==> src/core/stop_wdt_pkg.sv <==
// Constants, types and register map for the stop recovery and watchdog block
package stop_wdt_pkg;

	// ----------------------------------------------------------------
	// Bus shape
	// ----------------------------------------------------------------
	localparam int unsigned ADDR_W = 12;
	localparam int unsigned DATA_W = 32;

	// ----------------------------------------------------------------
	// Register indices (byte address is four times the index)
	// ----------------------------------------------------------------
	localparam logic [7:0] IDX_STOP_REC = 8'h0B;
	localparam logic [7:0] IDX_WDT_MODE = 8'h0F;
	localparam logic [7:0] IDX_WDT_CMD  = 8'h10;
	localparam logic [7:0] IDX_STATUS   = 8'h11;

	// ----------------------------------------------------------------
	// stop_recovery_control fields
	// ----------------------------------------------------------------
	localparam int unsigned SRC_FLAG_BIT  = 7;
	localparam int unsigned SRC_LEVEL_BIT = 6;
	localparam int unsigned SRC_DELAY_BIT = 5;
	localparam int unsigned SRC_SEL_MSB   = 4;
	localparam int unsigned SRC_SEL_LSB   = 2;
	localparam int unsigned SRC_DIV1_BIT  = 1;
	localparam int unsigned SRC_PRE16_BIT = 0;
	localparam logic [6:0]  SRC_RESET     = 7'h00;
	localparam logic [2:0]  SRC_SEL_NONE  = 3'h0;

	// ----------------------------------------------------------------
	// watchdog_mode_control fields
	// ----------------------------------------------------------------
	localparam int unsigned WDM_TAP_MSB  = 1;
	localparam int unsigned WDM_TAP_LSB  = 0;
	localparam int unsigned WDM_HALT_BIT = 2;
	localparam int unsigned WDM_STOP_BIT = 3;
	localparam int unsigned WDM_XTAL_BIT = 4;
	localparam logic [4:0]  WDM_RESET    = 5'h0D;

	// Timeout taps in watchdog clock periods, minus one
	localparam logic [12:0] TAP0_LAST = 13'h00FF;
	localparam logic [12:0] TAP1_LAST = 13'h01FF;
	localparam logic [12:0] TAP2_LAST = 13'h03FF;
	localparam logic [12:0] TAP3_LAST = 13'h0FFF;

	// ----------------------------------------------------------------
	// Command, status and timing
	// ----------------------------------------------------------------
	localparam int unsigned CMD_EXEC_BIT   = 0;
	localparam logic [6:0]  WINDOW_CYCLES  = 7'h40;
	localparam logic [3:0]  PRE16_LAST     = 4'hF;
	localparam logic [15:0] RESTART_VECTOR = 16'h000C;
	localparam logic [15:0] SHORT_RST      = 16'h0001;
	localparam logic [2:0]  WDT_FLAGS_ZSV  = 3'h0;

	// Last reset cause codes
	localparam logic [1:0] CAUSE_POR    = 2'h0;
	localparam logic [1:0] CAUSE_SUPPLY = 2'h1;
	localparam logic [1:0] CAUSE_WDT    = 2'h2;
	localparam logic [1:0] CAUSE_RECOV  = 2'h3;

	// ----------------------------------------------------------------
	// Types
	// ----------------------------------------------------------------
	typedef enum logic [2:0] {
		PWR_RUN  = 3'b001,
		PWR_HALT = 3'b010,
		PWR_STOP = 3'b100
	} pwr_state_t;

	typedef struct packed {
		logic              psel;
		logic              penable;
		logic              pwrite;
		logic [ADDR_W-1:0] paddr;
		logic [DATA_W-1:0] pwdata;
	} apb_req_t;

	typedef struct packed {
		logic              pready;
		logic              pslverr;
		logic [DATA_W-1:0] prdata;
	} apb_rsp_t;

endpackage

==> src/core/stop_recovery_and_watchdog.sv <==
// Stop-mode recovery control, clock divide chain and watchdog timer
//
// What this block does
// - Recovery register write-only except read-only flag
// - Flag set by recovery, cleared at power-on
// - Bit 6 picks recovery source active level
// - Bit 5 enables post-recovery reset delay
// - Bits 4..2 pick the recovery source
// - Bit 1 picks crystal divide-by-two or one
// - Bit 0 inserts divide-by-16 prescaler
// - Recovery register decoded at index 0BH
// - Watchdog is retriggerable one-shot resetting device
// - First refresh starts watchdog; never stops
// - Refresh also updates zero, sign, overflow
// - Mode bits 1..0 select timeout tap
// - Mode bit 2 keeps counting in HALT
// - Mode bit 3 keeps counting in STOP
// - Bits 3,4 set: crystal clocks watchdog only
// - Mode bit 4 picks crystal or RC
// - Mode bits 7..5 reserved, no function
// - Mode writable only 64 cycles after reset
// - Mode register write-only at index 0FH
// - Reset held while supply comparator reports low
// - STOP ends only by reset, restart 000CH
`timescale 1ns/1ps
`default_nettype none

module stop_recovery_and_watchdog
	import stop_wdt_pkg::*;
#(
	parameter int unsigned RST_DELAY_CYCLES = 1024,
	parameter int unsigned REC_SRC_W        = 8
)
(
	input  wire logic                  sys_clk_i,
	input  wire logic                  rstn_i,
	input  wire stop_wdt_pkg::apb_req_t apb_req_i,
	output      stop_wdt_pkg::apb_rsp_t apb_rsp_o,
	input  wire logic                  xtal_i,
	input  wire logic                  rcosc_i,
	input  wire logic                  supply_ok_i,
	input  wire logic [REC_SRC_W-1:0]  rec_src_i,
	input  wire logic                  spi_compare_i,
	input  wire logic                  wdt_exec_i,
	input  wire logic                  halt_req_i,
	input  wire logic                  stop_req_i,
	input  wire logic                  wake_i,
	output logic                       sclk_tick_o,
	output logic                       timer_clock_tick_o,
	output logic                       core_rst_o,
	output logic [15:0]                restart_vector_o,
	output logic                       flag_we_o,
	output logic [2:0]                 flags_zsv_o,
	output logic [2:0]                 pwr_state_o
);
	import stop_wdt_pkg::*;

	localparam int unsigned SYNC_W = REC_SRC_W + 3;
	localparam logic [15:0] RST_DELAY = 16'(RST_DELAY_CYCLES);

	// ----------------------------------------------------------------
	// Declarations
	// ----------------------------------------------------------------
	logic [SYNC_W-1:0] async_in;
	logic [SYNC_W-1:0] sync1_r;
	logic [SYNC_W-1:0] sync2_r;
	logic              xtal_d_r;
	logic              rc_d_r;
	logic              xt_tick;
	logic              rc_tick;
	logic              supply_low;
	logic [REC_SRC_W-1:0] rec_sync;

	logic [6:0]  src_ctl_r;
	logic        rec_flag_r;
	logic [4:0]  wdm_r;
	logic [6:0]  win_cnt_r;
	logic        win_open;

	logic        div2_r;
	logic [3:0]  pre_cnt_r;
	logic        base_tick;
	logic        pre_tick;

	pwr_state_t  state_r;
	logic        rst_active_r;
	logic [15:0] rst_cnt_r;
	logic [1:0]  cause_r;
	logic        recover;
	logic        rec_level;
	logic [2:0]  rec_sel;

	logic        wdt_run_r;
	logic [12:0] wdt_cnt_r;
	logic        wdt_to_r;
	logic        wdt_tick;
	logic        wdt_gate;
	logic [12:0] tap_last;
	logic        exec;

	logic        access;
	logic        setup;
	logic        wr_acc;
	logic        mapped;
	logic [DATA_W-1:0] prdata_r;

	// Word-aligned hit on a register index
	function automatic logic reg_hit(input logic [ADDR_W-1:0] a, input logic [7:0] idx);
		return a == {2'b00, idx, 2'b00};
	endfunction

	// ----------------------------------------------------------------
	// Input synchronisers
	// ----------------------------------------------------------------
	// Pins and oscillator outputs are asynchronous to sys_clk_i
	assign async_in = {rec_src_i, supply_ok_i, rcosc_i, xtal_i};

	genvar gi;
	generate
		for (gi = 0; gi < SYNC_W; gi++)
		begin : g_sync
			always_ff @(posedge sys_clk_i or negedge rstn_i)
			begin
				if (!rstn_i)
				begin
					sync1_r[gi] <= 1'b0;
					sync2_r[gi] <= 1'b0;
				end
				else
				begin
					sync1_r[gi] <= async_in[gi];
					sync2_r[gi] <= sync1_r[gi];
				end
			end
		end
	endgenerate

	// Edge history taken from the second stage only
	always_ff @(posedge sys_clk_i or negedge rstn_i)
	begin
		if (!rstn_i)
		begin
			xtal_d_r <= 1'b0;
			rc_d_r   <= 1'b0;
		end
		else
		begin
			xtal_d_r <= sync2_r[0];
			rc_d_r   <= sync2_r[1];
		end
	end

	// Oscillators must run well below sys_clk_i / 4 to be seen
	assign xt_tick    = sync2_r[0] & ~xtal_d_r;
	assign rc_tick    = sync2_r[1] & ~rc_d_r;
	assign supply_low = ~sync2_r[2];
	assign rec_sync   = sync2_r[SYNC_W-1:3];

	// ----------------------------------------------------------------
	// Device reset sequencer
	// ----------------------------------------------------------------
	assign rec_sel   = src_ctl_r[SRC_SEL_MSB:SRC_SEL_LSB];
	assign rec_level = src_ctl_r[SRC_LEVEL_BIT] ? rec_sync[rec_sel] : ~rec_sync[rec_sel];
	assign recover   = (state_r == PWR_STOP) && !rst_active_r
		&& (((rec_sel != SRC_SEL_NONE) && rec_level) || spi_compare_i);

	// Priority: supply, then watchdog, then stop recovery
	always_ff @(posedge sys_clk_i or negedge rstn_i)
	begin
		if (!rstn_i)
		begin
			rst_active_r <= 1'b1;
			rst_cnt_r    <= RST_DELAY;
			cause_r      <= CAUSE_POR;
		end
		else if (supply_low)
		begin
			rst_active_r <= 1'b1;
			rst_cnt_r    <= RST_DELAY;
			cause_r      <= CAUSE_SUPPLY;
		end
		else if (wdt_to_r)
		begin
			rst_active_r <= 1'b1;
			rst_cnt_r    <= RST_DELAY;
			cause_r      <= CAUSE_WDT;
		end
		else if (recover)
		begin
			rst_active_r <= 1'b1;
			rst_cnt_r    <= src_ctl_r[SRC_DELAY_BIT] ? RST_DELAY : SHORT_RST;
			cause_r      <= CAUSE_RECOV;
		end
		else if (rst_active_r)
		begin
			if (rst_cnt_r == 16'h0000)
				rst_active_r <= 1'b0;
			else
				rst_cnt_r <= rst_cnt_r - 16'h0001;
		end
	end

	// Vector is fixed; held in a flop so the output is registered
	// Restart vector
	always_ff @(posedge sys_clk_i or negedge rstn_i)
	begin
		if (!rstn_i)
			restart_vector_o <= RESTART_VECTOR;
		else
			restart_vector_o <= RESTART_VECTOR;
	end

	assign core_rst_o = rst_active_r;

	// ----------------------------------------------------------------
	// Power state
	// ----------------------------------------------------------------
	always_ff @(posedge sys_clk_i or negedge rstn_i)
	begin
		if (!rstn_i)
			state_r <= PWR_RUN;
		else if (rst_active_r)
			state_r <= PWR_RUN;
		else
		begin
			case (state_r)
				PWR_RUN:
				begin
					if (stop_req_i)
						state_r <= PWR_STOP;
					else if (halt_req_i)
						state_r <= PWR_HALT;
				end
				PWR_HALT:
				begin
					if (wake_i)
						state_r <= PWR_RUN;
				end
				PWR_STOP:
					state_r <= PWR_STOP;
				default:
					state_r <= PWR_RUN;
			endcase
		end
	end

	assign pwr_state_o = state_r;

	// ----------------------------------------------------------------
	// System and timer clock chain
	// ----------------------------------------------------------------
	always_ff @(posedge sys_clk_i or negedge rstn_i)
	begin
		if (!rstn_i)
		begin
			div2_r    <= 1'b0;
			pre_cnt_r <= 4'h0;
		end
		else
		begin
			if (xt_tick)
				div2_r <= ~div2_r;
			if (base_tick)
				pre_cnt_r <= pre_cnt_r + 4'h1;
		end
	end

	assign base_tick = src_ctl_r[SRC_DIV1_BIT] ? xt_tick : (xt_tick & div2_r);
	assign pre_tick  = src_ctl_r[SRC_PRE16_BIT] ? (base_tick && pre_cnt_r == PRE16_LAST)
		: base_tick;

	// System clock stops in HALT; both stop in STOP and under reset
	always_ff @(posedge sys_clk_i or negedge rstn_i)
	begin
		if (!rstn_i)
		begin
			sclk_tick_o <= 1'b0;
			timer_clock_tick_o <= 1'b0;
		end
		else
		begin
			sclk_tick_o <= pre_tick && state_r == PWR_RUN && !rst_active_r;
			timer_clock_tick_o <= pre_tick && state_r != PWR_STOP && !rst_active_r;
		end
	end

	// ----------------------------------------------------------------
	// Recovery register and flag
	// ----------------------------------------------------------------
	// Control bits return to default on every device reset
	// Write-only control bits
	always_ff @(posedge sys_clk_i or negedge rstn_i)
	begin
		if (!rstn_i)
			src_ctl_r <= SRC_RESET;
		else if (rst_active_r)
			src_ctl_r <= SRC_RESET;
		else if (wr_acc && reg_hit(apb_req_i.paddr, IDX_STOP_REC))
			src_ctl_r <= apb_req_i.pwdata[6:0];
	end

	// Only a power-on cycle clears it; nothing else races the set
	// Hardware recovery flag
	always_ff @(posedge sys_clk_i or negedge rstn_i)
	begin
		if (!rstn_i)
			rec_flag_r <= 1'b0;
		else if (recover)
			rec_flag_r <= 1'b1;
	end

	// ----------------------------------------------------------------
	// Watchdog mode register and its write window
	// ----------------------------------------------------------------
	assign win_open = win_cnt_r < WINDOW_CYCLES;

	always_ff @(posedge sys_clk_i or negedge rstn_i)
	begin
		if (!rstn_i)
			win_cnt_r <= 7'h00;
		else if (rst_active_r)
			win_cnt_r <= 7'h00;
		else if (sclk_tick_o && win_open)
			win_cnt_r <= win_cnt_r + 7'h01;
	end

	// Late writes are acknowledged but change nothing
	// Discard late writes
	always_ff @(posedge sys_clk_i or negedge rstn_i)
	begin
		if (!rstn_i)
			wdm_r <= WDM_RESET;
		else if (rst_active_r)
			wdm_r <= WDM_RESET;
		else if (wr_acc && win_open && reg_hit(apb_req_i.paddr, IDX_WDT_MODE))
			wdm_r <= apb_req_i.pwdata[4:0];
	end

	// ----------------------------------------------------------------
	// Watchdog counter
	// ----------------------------------------------------------------
	// Timeout tap select
	always_comb
	begin
		case (wdm_r[WDM_TAP_MSB:WDM_TAP_LSB])
			2'h0:    tap_last = TAP0_LAST;
			2'h1:    tap_last = TAP1_LAST;
			2'h2:    tap_last = TAP2_LAST;
			default: tap_last = TAP3_LAST;
		endcase
	end

	assign wdt_tick = wdm_r[WDM_XTAL_BIT] ? xt_tick : rc_tick;

	always_comb
	begin
		case (state_r)
			PWR_HALT: wdt_gate = wdm_r[WDM_HALT_BIT];
			PWR_STOP: wdt_gate = wdm_r[WDM_STOP_BIT];
			default:  wdt_gate = 1'b1;
		endcase
	end

	// Refresh from the core or the command register, only when running
	assign exec = !rst_active_r && state_r == PWR_RUN && (wdt_exec_i
		|| (wr_acc && reg_hit(apb_req_i.paddr, IDX_WDT_CMD)
		&& apb_req_i.pwdata[CMD_EXEC_BIT]));

	// Run flag survives device resets so the watchdog cannot be stopped
	// Start and retrigger
	always_ff @(posedge sys_clk_i or negedge rstn_i)
	begin
		if (!rstn_i)
			wdt_run_r <= 1'b0;
		else if (exec)
			wdt_run_r <= 1'b1;
	end

	always_ff @(posedge sys_clk_i or negedge rstn_i)
	begin
		if (!rstn_i)
		begin
			wdt_cnt_r <= 13'h0000;
			wdt_to_r  <= 1'b0;
		end
		else if (rst_active_r || exec)
		begin
			wdt_cnt_r <= 13'h0000;
			wdt_to_r  <= 1'b0;
		end
		else if (wdt_run_r && wdt_tick && wdt_gate)
		begin
			if (wdt_cnt_r >= tap_last)
			begin
				wdt_cnt_r <= 13'h0000;
				wdt_to_r  <= 1'b1;
			end
			else
			begin
				wdt_cnt_r <= wdt_cnt_r + 13'h0001;
				wdt_to_r  <= 1'b0;
			end
		end
		else
			wdt_to_r <= 1'b0;
	end

	always_ff @(posedge sys_clk_i or negedge rstn_i)
	begin
		if (!rstn_i)
		begin
			flag_we_o   <= 1'b0;
			flags_zsv_o <= 3'h0;
		end
		else
		begin
			flag_we_o <= exec;
			if (exec)
				flags_zsv_o <= WDT_FLAGS_ZSV;
		end
	end

	// ----------------------------------------------------------------
	// APB slave
	// ----------------------------------------------------------------
	assign setup  = apb_req_i.psel && !apb_req_i.penable;
	assign access = apb_req_i.psel && apb_req_i.penable;
	assign wr_acc = access && apb_req_i.pwrite;
	assign mapped = reg_hit(apb_req_i.paddr, IDX_STOP_REC)
		|| reg_hit(apb_req_i.paddr, IDX_WDT_MODE)
		|| reg_hit(apb_req_i.paddr, IDX_WDT_CMD)
		|| reg_hit(apb_req_i.paddr, IDX_STATUS);

	// Read data captured in setup so the access phase needs no wait
	always_ff @(posedge sys_clk_i or negedge rstn_i)
	begin
		if (!rstn_i)
			prdata_r <= '0;
		else if (setup)
		begin
			prdata_r <= '0;
			if (reg_hit(apb_req_i.paddr, IDX_STOP_REC))
				prdata_r[SRC_FLAG_BIT] <= rec_flag_r;
			else if (reg_hit(apb_req_i.paddr, IDX_STATUS))
				prdata_r[8:0] <= {cause_r, rst_active_r, rec_flag_r, win_open,
					wdt_run_r, state_r};
		end
	end

	assign apb_rsp_o.pready  = 1'b1;
	assign apb_rsp_o.pslverr = access && !mapped;
	assign apb_rsp_o.prdata  = prdata_r;

endmodule

`default_nettype wire

==> config.mk <==
export PLATFORM = sky130hd
export DESIGN_NAME = stop_recovery_and_watchdog
export DESIGN_NICKNAME = d
export VERILOG_FILES = /design/src/core/stop_wdt_pkg.sv /design/src/core/stop_recovery_and_watchdog.sv
export SDC_FILE = /design/constraint.sdc
export NUM_CORES = 1
export LEC_CHECK = 0
export ABC_AREA = 1
export BUFFER_PORTS_ARGS = -buffer_cell sky130_fd_sc_hd__buf_2
export CAP_MARGIN = 20
export CORE_ASPECT_RATIO = 0.9
export CORE_MARGIN = 8
export CORE_UTILIZATION = 25
export CTS_BUF_LIST = sky130_fd_sc_hd__clkbuf_8
export DETAILED_ROUTE_END_ITERATION = 10
export GPL_ROUTABILITY_DRIVEN = 0
export PLACE_DENSITY = 0.55
export SYNTH_ARGS = -nofsm -noshare
export SYNTH_HDL_FRONTEND = slang
export SYNTH_SLANG_ARGS = --single-unit
==> constraint.sdc <==
create_clock -name sys_clk_i -period 5.06 [get_ports sys_clk_i]
set_input_delay 0.759 -clock sys_clk_i [delete_from_list [all_inputs] [get_ports sys_clk_i]]
set_output_delay 0.759 -clock sys_clk_i [all_outputs]
set_load 0.1 [all_outputs]
==> results of run 1 <==
## layout by cell type, fill, tap and decap left out, types with 7 or more instances in the layout
master / Yosys / final
inv_2: 14 / 14
nand2_1: 89 / 89
buf_2: 0 / 55
o21ai_1: 13 / 13
xnor2_1: 11 / 11
clkbuf_8: 0 / 10
nor2_1: 50 / 50
nor2_2: 7 / 7
conb_1: 2 / 43
nand3_2: 11 / 11
nand4_1: 12 / 12
dfrtp_1: 92 / 92
nor3_1: 11 / 11
a21oi_1: 11 / 11
xor2_1: 11 / 11
o21ai_0: 34 / 34
ha_1: 9 / 9
nand3_1: 35 / 35
inv_1: 55 / 56
## per-stage QoR
stage | area (µm²) | hold WS (ns) | util [%]
after floorplan | 5172 | 0.3312 | -
after global placement | 5414 | 0.3317 | 27.26
after detailed placement | 5414 | 0.3347 | 27.26
after CTS | 5619 | 0.3568 | 28.29
after global routing | 5619 | 0.3656 | 28.29
final | 5619 | 0.3538 | 28.29
## worst max-delay path: cells and delay by family
family | cells | cell delay, ns
buf+inv | 2 | 0.38
simple gates | 4 | 0.77
## cell type report
type / count / area, µm² / area share, %
clock buffer: 10 / 137.6 / 2.449
inverter: 70 / 262.8 / 4.676
multi-input combinational: 386 / 2082 / 37.05
sequential: 98 / 2460 / 43.78
tap: 255 / 319.1 / 5.678
clock inverter: 6 / 67.56 / 1.202
timing repair buffer: 57 / 290.3 / 5.166
## path summary, 6_finish.rpt
path	to	slack [ns]	cells after the start
worst min register to register	rec_sync[5]	0.35	0
worst max-delay path	apb_rsp_o[32]	2.38	6
min in group asynchronous	sync1_r[6]	0.48	1
worst min-delay path	rec_sync[5]	0.35	0
max in group asynchronous	core_rst_o	3.59	2
worst max register to register	wdt_cnt_r[3]	2.71	8
## power by group through the flow
stage	clock network (µW)	logic, µW	registers (µW)
global route	573	754	987
finish	524	670	972
global placement	0	667	986
floorplan	0	568	996
CTS	551	676	973
detailed placement	0	675	986
## kinds of logic after synthesis
family	Yosys count	synth area share [%]
AND/OR/NAND/NOR	245	24.91
buffers and inverters	119	12.57
flip-flops	98	49.02
AO/OA/AOI/OAI	67	7.280
XOR/XNOR	22	3.839
adder cells (fa/ha/maj)	9	2.244
other	2	0.1496
## registers in the layout, summed over array words and instances (netlist names), 4 cells and up
signal / count
prdata_r: 9
pre_cnt_r: 4
rec_sync: 8
rst_cnt_r: 16
src_ctl_r: 7
sync1_r: 11
wdm_r: 5
wdt_cnt_r: 13
win_cnt_r: 7
## cells in the mapped netlist (4+ instances only)
| master | instances | share of area (%) |
|---|---|---|
| dfrtp_1 | 92 | 46 |
| nand2_1 | 89 | 6.7 |
| inv_1 | 55 | 4.1 |
| nor2_1 | 50 | 3.7 |
| buf_4 | 43 | 6.4 |
| nand3_1 | 35 | 3.5 |
| o21ai_0 | 34 | 3.4 |
| inv_2 | 14 | 1.0 |
| o21ai_1 | 13 | 1.3 |
| nand4_1 | 12 | 1.5 |
| a21oi_1 | 11 | 1.1 |
| nand3_2 | 11 | 2.2 |
| nor3_1 | 11 | 1.1 |
| xnor2_1 | 11 | 1.9 |
| xor2_1 | 11 | 1.9 |
| ha_1 | 9 | 2.2 |
| nor2_2 | 7 | 0.87 |
| dfstp_2 | 6 | 3.1 |
| nand2_2 | 6 | 0.75 |
| nor2_4 | 6 | 1.3 |
| nor3_2 | 4 | 0.80 |
| or2_2 | 4 | 0.50 |
## routing by layer
layer  up-vias  share of wire, %  global-route usage, %
li1       1851                 -                      -
met4         0               1.3                  3.301
met3        10               6.3                  2.324
met5         -                 0                      0
met2        79                44                  13.50
met1      1735                49                  12.59
==> summary.md, run 1 <==
| Metric | Value |
|---|---|
| Status | `completed` |
| Worst min path class | `register to register` |
| Post-CTS Setup Inserts | `0` |
| CTS buffer count | `9` |
| Die area | `24870 µm²` |
| Worst EP required | `4.30 ns` |
| Yosys cell types | `37` |
| CORE AREA | `19860 µm²` |
| Clock Sinks | `98` |
| Final Hold Fails | `0` |
| Max Slew Vio Count | `0` |
| Chip height | `150.4 µm` |
| Total number of vias | `3675` |
| Via-per-instance ratio | `4.167` |
| Post-synth EDFFs | `0` |
| Worst Path Arrival | `1.92 ns` |
| H-tree Lvls | `3` |
| Comb power frac | `30.9%` |
| Post-place setup slack | `2.382 ns` |
| Post-Syn Area | `5019 µm²` |
| Die X | `165.3 µm` |
| Crit-path max FO | `4` |
| DRT iter0 DRCs | `217` |
| Final WS setup | `2.379 ns` |
| Asr flop ratio synth | `100.0%` |
| Fill cell count | `2160` |
| Largest net degree at the start of global routing | `65` |
| Min-delay src | `sync1_r[8]` |
| Switching pwr | `838.6 µW` |
| Nets | `696` |
| # setup viols final | `0` |
| Clock Latency Late Sink | `0.37 ns` |
| HPWL Detailed | `8.441 mm` |
| Clock skew | `0.01008 ns` |
| Antenna Cells | `0` |
| Critical path class | `input pin to output port` |
| Fin cells | `882` |
| Deepest clock path buffer count | `2` |
| Initial antenna violation count | `0` |
| Grt ovf | `0` |
| Pre-antenna DRT Iters | `5` |
| I/O Buffers | `56` |
| DRT Wirelength | `11.11 mm` |
| First-pass GRT wire length | `17.91 mm` |
| RSZ-0062 raised after global routing | `false` |
| Top cell by count, worst path | `buf_2` |
| Worst reg2reg startpoint | `core_rst_o` |
| Min Tclk post-route | `2.681 ns` |
| MaxCap Viol Count | `0` |
| DRC viols | `0` |
| Max stage delay on crit path | `0.29 ns` |
| Power Dens Cells | `385.5 nW/µm²` |
| CP max stage cell | `buf_2` |
| Share of cells above drive strength 1 | `22.49%` |
| Tot GR Track Use | `9.118%` |
| Vias in the first global route | `3501` |
| Leak | `0.002754 µW` |
| Yosys reg bits | `98` |
| Seq pwr share | `44.9%` |
| Critical Path, Cell by Cell | `buf_2 > or2_1 > nor4_1 > and3_1 > nor3_1 > buf_2` |
| Synth warn | `0` |
| Final period utilization | `52.99%` |
| Final setup TNS | `0 ns` |
| Worst ir drop on vdd | `0.0001422 V` |
| FMAX | `373.0 MHz` |
| Top-level port count | `125` |
| Clk root buf | `clkbuf_8` |
| CTS Hold Buffers Added | `0` |
| Critical path origin | `apb_req_i[33]` |
| Initial core utilization | `25.26%` |
| Synth Flop Type | `dfrtp_1` |
| Layout Area Growth over Synthesis | `11.97%` |
| CP endpoint kind | `output port` |
| Startpoint Class | `input pin` |
| Sequential area share after synthesis | `49.02%` |
| Clk pwr share | `24.2%` |
| Total instance count after detailed placement | `866` |
| Routed length per instance | `12.59 µm` |
| Worst-path clk slew | `0.09 ns` |
| Row cnt | `49` |
| Final ANT Viol Nets | `0` |
| Slew margin rel. | `44.76%` |
| CTS tree | `built` |
| Syn_area_per_cell | `8.930 µm²` |
| Int Pwr | `1327 µW` |
| Actual slew at the worst max-slew pin | `0.8286 ns` |
| Sw frac | `38.72%` |
| Total Power | `2166 µW` |
| Post-synthesis cell count | `562` |
| Post-cts resize count | `0` |
Note: power is estimated with default switching activity, not from simulation.
==> inputs of run 2 (changes only) <==
==> constraint.sdc (replaced) <==
create_clock -name sys_clk_i -period 2.51 [get_ports sys_clk_i]
set_input_delay 0.3765 -clock sys_clk_i [delete_from_list [all_inputs] [get_ports sys_clk_i]]
set_output_delay 0.3765 -clock sys_clk_i [all_outputs]
set_load 0.1 [all_outputs]
==> summary.md, run 2 (same netlist as run 1, synthesis figures left out) <==
| Metric | Value |
|---|---|
| Slew margin rel. | `60.60% (was 44.76%)` |
| CP endpoint kind | `register (was output port)` |
| Max Slew Vio Count | `0 (unchanged)` |
| CTS tree | `built (unchanged)` |
| Final ANT Viol Nets | `0 (unchanged)` |
| Final Hold Fails | `0 (unchanged)` |
| GR peak layer | `met2 (unchanged)` |
| Initial core utilization | `25.26% (unchanged)` |
| Startpoint Class | `register (was input pin)` |
| Top cell by count, worst path | `o21ai_1 (was buf_2)` |
| Worst Hold End | `sync1_r[1] (was rec_sync[5])` |
| Largest net degree at the start of global routing | `47 (was 65)` |
| Deepest clock path buffer count | `2 (unchanged)` |
| Commonest cells after routing, fill and taps aside | `92 x dfrtp_1, 89 x nand2_1, 55 x inv_1, 55 x buf_2, 50 x nor2_1 (was 92 x dfrtp_1, 89 x nand2_1, 56 x inv_1)` |
| Share of cells above drive strength 1 | `23.38% (was 22.49%)` |
| Critical path class | `register to register (was input pin to output port)` |
| Top-level port count | `125 (unchanged)` |
| Tot GR Track Use | `9.243% (was 9.118%)` |
| Power Dens Cells | `760.1 nW/µm² (was 385.5 nW/µm²)` |
| DP Area | `5469 µm² (was 5414 µm²)` |
| MaxCap Viol Count | `0 (unchanged)` |
| Worst EP required | `2.82 ns (was 4.30 ns)` |
| Worst min path class | `input pin to register (was register to register)` |
| R2r setup slk | `0.37 ns (was 2.71 ns)` |
| Min-delay src | `rcosc_i (was sync1_r[8])` |
| R2r worst-path depth | `10 (was 8)` |
| Die X | `165.3 µm (unchanged)` |
| FMAX | `467.1 MHz` |
| Crit path buf inv count | `1 (was 2)` |
| CP max stage cell | `dfstp_2 (was buf_2)` |
| FF/Latch Area | `2460 µm² (unchanged)` |
| Actual slew at the worst max-slew pin | `0.5888 ns (was 0.8286 ns)` |
| CTS buffer count | `9 (unchanged)` |
| Clock Latency Late Sink | `0.38 ns (was 0.37 ns)` |
| Critical Path, Cell by Cell | `nand2_1 > ha_1 > a21oi_1 > o21ai_1 > a21oi_2 > nand3_2 > nor3_4 > buf_4 > o21ai_1 > o21ai_1 (was buf_2 > or2_1 > nor4_1 > and3_1 > nor3_1 > buf_2)` |
| Grt ovf | `0 (unchanged)` |
| Multi-input gate area | `2087 µm² (was 2082 µm²)` |
| Critical path depth in cells | `10 (was 6)` |
| Routed length per instance | `12.35 µm (was 12.59 µm)` |
| Vias in the first global route | `3561 (was 3501)` |
| Nets | `702 (was 696)` |
| Fill cell count | `2164 (was 2160)` |
| Chip height | `150.4 µm (unchanged)` |
| Biggest register | `rst_cnt_r (unchanged)` |
| Hold WS | `0.09470 ns (was 0.3538 ns)` |
| Max stage delay on crit path | `0.56 ns (was 0.29 ns)` |
| Clk root buf | `clkbuf_8 (unchanged)` |
| Initial antenna violation count | `0 (unchanged)` |
| Layout Area Growth over Synthesis | `12.86% (was 11.97%)` |
| Pre-antenna DRT Iters | `4 (was 5)` |
| Worst ir drop on vdd | `0.0003594 V (was 0.0001422 V)` |
| Final setup TNS | `0 ns (unchanged)` |
| Hold path cells | `1 (was 0)` |
| HPWL Detailed | `8.434 mm (was 8.441 mm)` |
| Crit-path max FO | `6 (was 4)` |
| Reg-to-reg endpoint | `wdt_cnt_r[12] (was wdt_cnt_r[3])` |
| DRT Wirelength | `10.97 mm (was 11.11 mm)` |
| Max reg flops | `16 (unchanged)` |
| Status | `completed (unchanged)` |
| Row cnt | `49 (unchanged)` |
| H-tree Lvls | `3 (unchanged)` |
| DRT iter0 DRCs | `190 (was 217)` |
| # setup viols final | `0 (unchanged)` |
| I/O Buffers | `56 (unchanged)` |
| Clock skew | `0.01435 ns (was 0.01008 ns)` |
| CP top delay family | `flip-flops (was simple AND/OR/NAND/NOR gates)` |
| Antenna Cells | `0 (unchanged)` |
| Top flop regs | `rst_cnt_r x16, wdt_cnt_r x13, sync1_r x11 (unchanged)` |
| Worst reg2reg startpoint | `wdm_r[0] (was core_rst_o)` |
| Design Area, Final | `5664 µm² (was 5619 µm²)` |
| Most common cell after layout, fill and taps aside | `dfrtp_1 (unchanged)` |
| Total number of vias | `3616 (was 3675)` |
| Leak | `0.002773 µW (was 0.002754 µW)` |
| First-pass GRT wire length | `18.05 mm (was 17.91 mm)` |
| CORE AREA | `19860 µm² (unchanged)` |
| Worst Path Arrival | `2.45 ns (was 1.92 ns)` |
| Final period utilization | `85.29%` |
| Post-cts resize count | `0 (unchanged)` |
| Die area | `24870 µm² (unchanged)` |
| Worst-path clk slew | `0.10 ns (was 0.09 ns)` |
| RSZ-0062 raised after global routing | `false (unchanged)` |
| Met1 usage | `12.19% (was 12.59%)` |
| Grt met2 use | `14.38% (was 13.50%)` |
| Clock Sinks | `98 (unchanged)` |
| Via-per-instance ratio | `4.072 (was 4.167)` |
| Core Util, Final | `28.51% (was 28.29%)` |
| Min Tclk post-route | `2.141 ns` |
| DRC viols | `0 (unchanged)` |
| Met3 GRT Util | `2.460% (was 2.324%)` |
run 2: cell types whose count changed in the layout (fill, tap and decap cells not counted):
cell / change
clkinvlp_4: +1
nor3_1: -1
clkbuf_8: -1
inv_1: -1
dlygate4sd3_1: +1
nor3_2: +1
inv_6: +2
inv_8: +1
buf_12: +1
clkinv_4: -1
bufinv_16: -1
buf_4: +4
run 2: report_power, final:
| group | internal [µW] | total (µW) | switching, µW |
|---|---|---|---|
| registers | 1780 | 1950 | 167 |
| logic | 421 | 1380 | 960 |
| clock network | 377 | 979 | 601 |
run 2: timing repair:
| action | 4_1_cts | 5_1_grt |
|---|---|---|
| hold buffers | 1 | 0 |
| endpoints found under the hold margin | 27 | 0 |
| buffers inserted | 0 | 0 |
| endpoints found under the setup margin | 0 | 0 |
run 2: layout make-up:
type / count / area share [%]
inverter: 70 / 4.639
multi-input combinational: 386 / 36.85
tap: 255 / 5.633
sequential: 98 / 43.43
timing repair buffer: 63 / 6.185
clock buffer: 9 / 2.187
clock inverter: 7 / 1.082
run 2: how the worst max path moves through the flow:
stage,startpoint,endpoint
6_report,wdm_r[0],wdt_cnt_r[12]
5_1_grt,wdm_r[0],wdt_cnt_r[10]
4_1_cts,wdm_r[0],wdt_cnt_r[12]
3_5_place_dp,wdm_r[0],wdt_cnt_r[9]
3_3_place_gp,wdm_r[0],wdt_cnt_r[12]
2_1_floorplan,apb_req_i[45],apb_rsp_o[32]
run 2: metal layers:
metal  part of all wire, %  vias to the layer above  routed length, µm
met5                     0                        -                  0
met4                   1.4                        0                153
met3                   6.2                       11                685
met2                    45                       64               4897
met1                    48                     1693               5228
li1                      -                     1848                  -
run 2: worst register-to-register path: cells and delay by family, from the launching register on:
kind	cells	cell delay, ns
flops	1	0.56
simple gates	3	0.51
compound gates	5	0.47
fa+ha+maj	1	0.32
buf+inv	1	0.21
run 2: through the flow:
step                std cells  power (µW)  worst slack [ns]
floorplan                 603        3155            0.2023
global placement          871        3353            0.3892
detailed placement        871        3362            0.3839
CTS                       888        4365            0.3612
global route              888        4598            0.2199
finish                    888        4305            0.3693
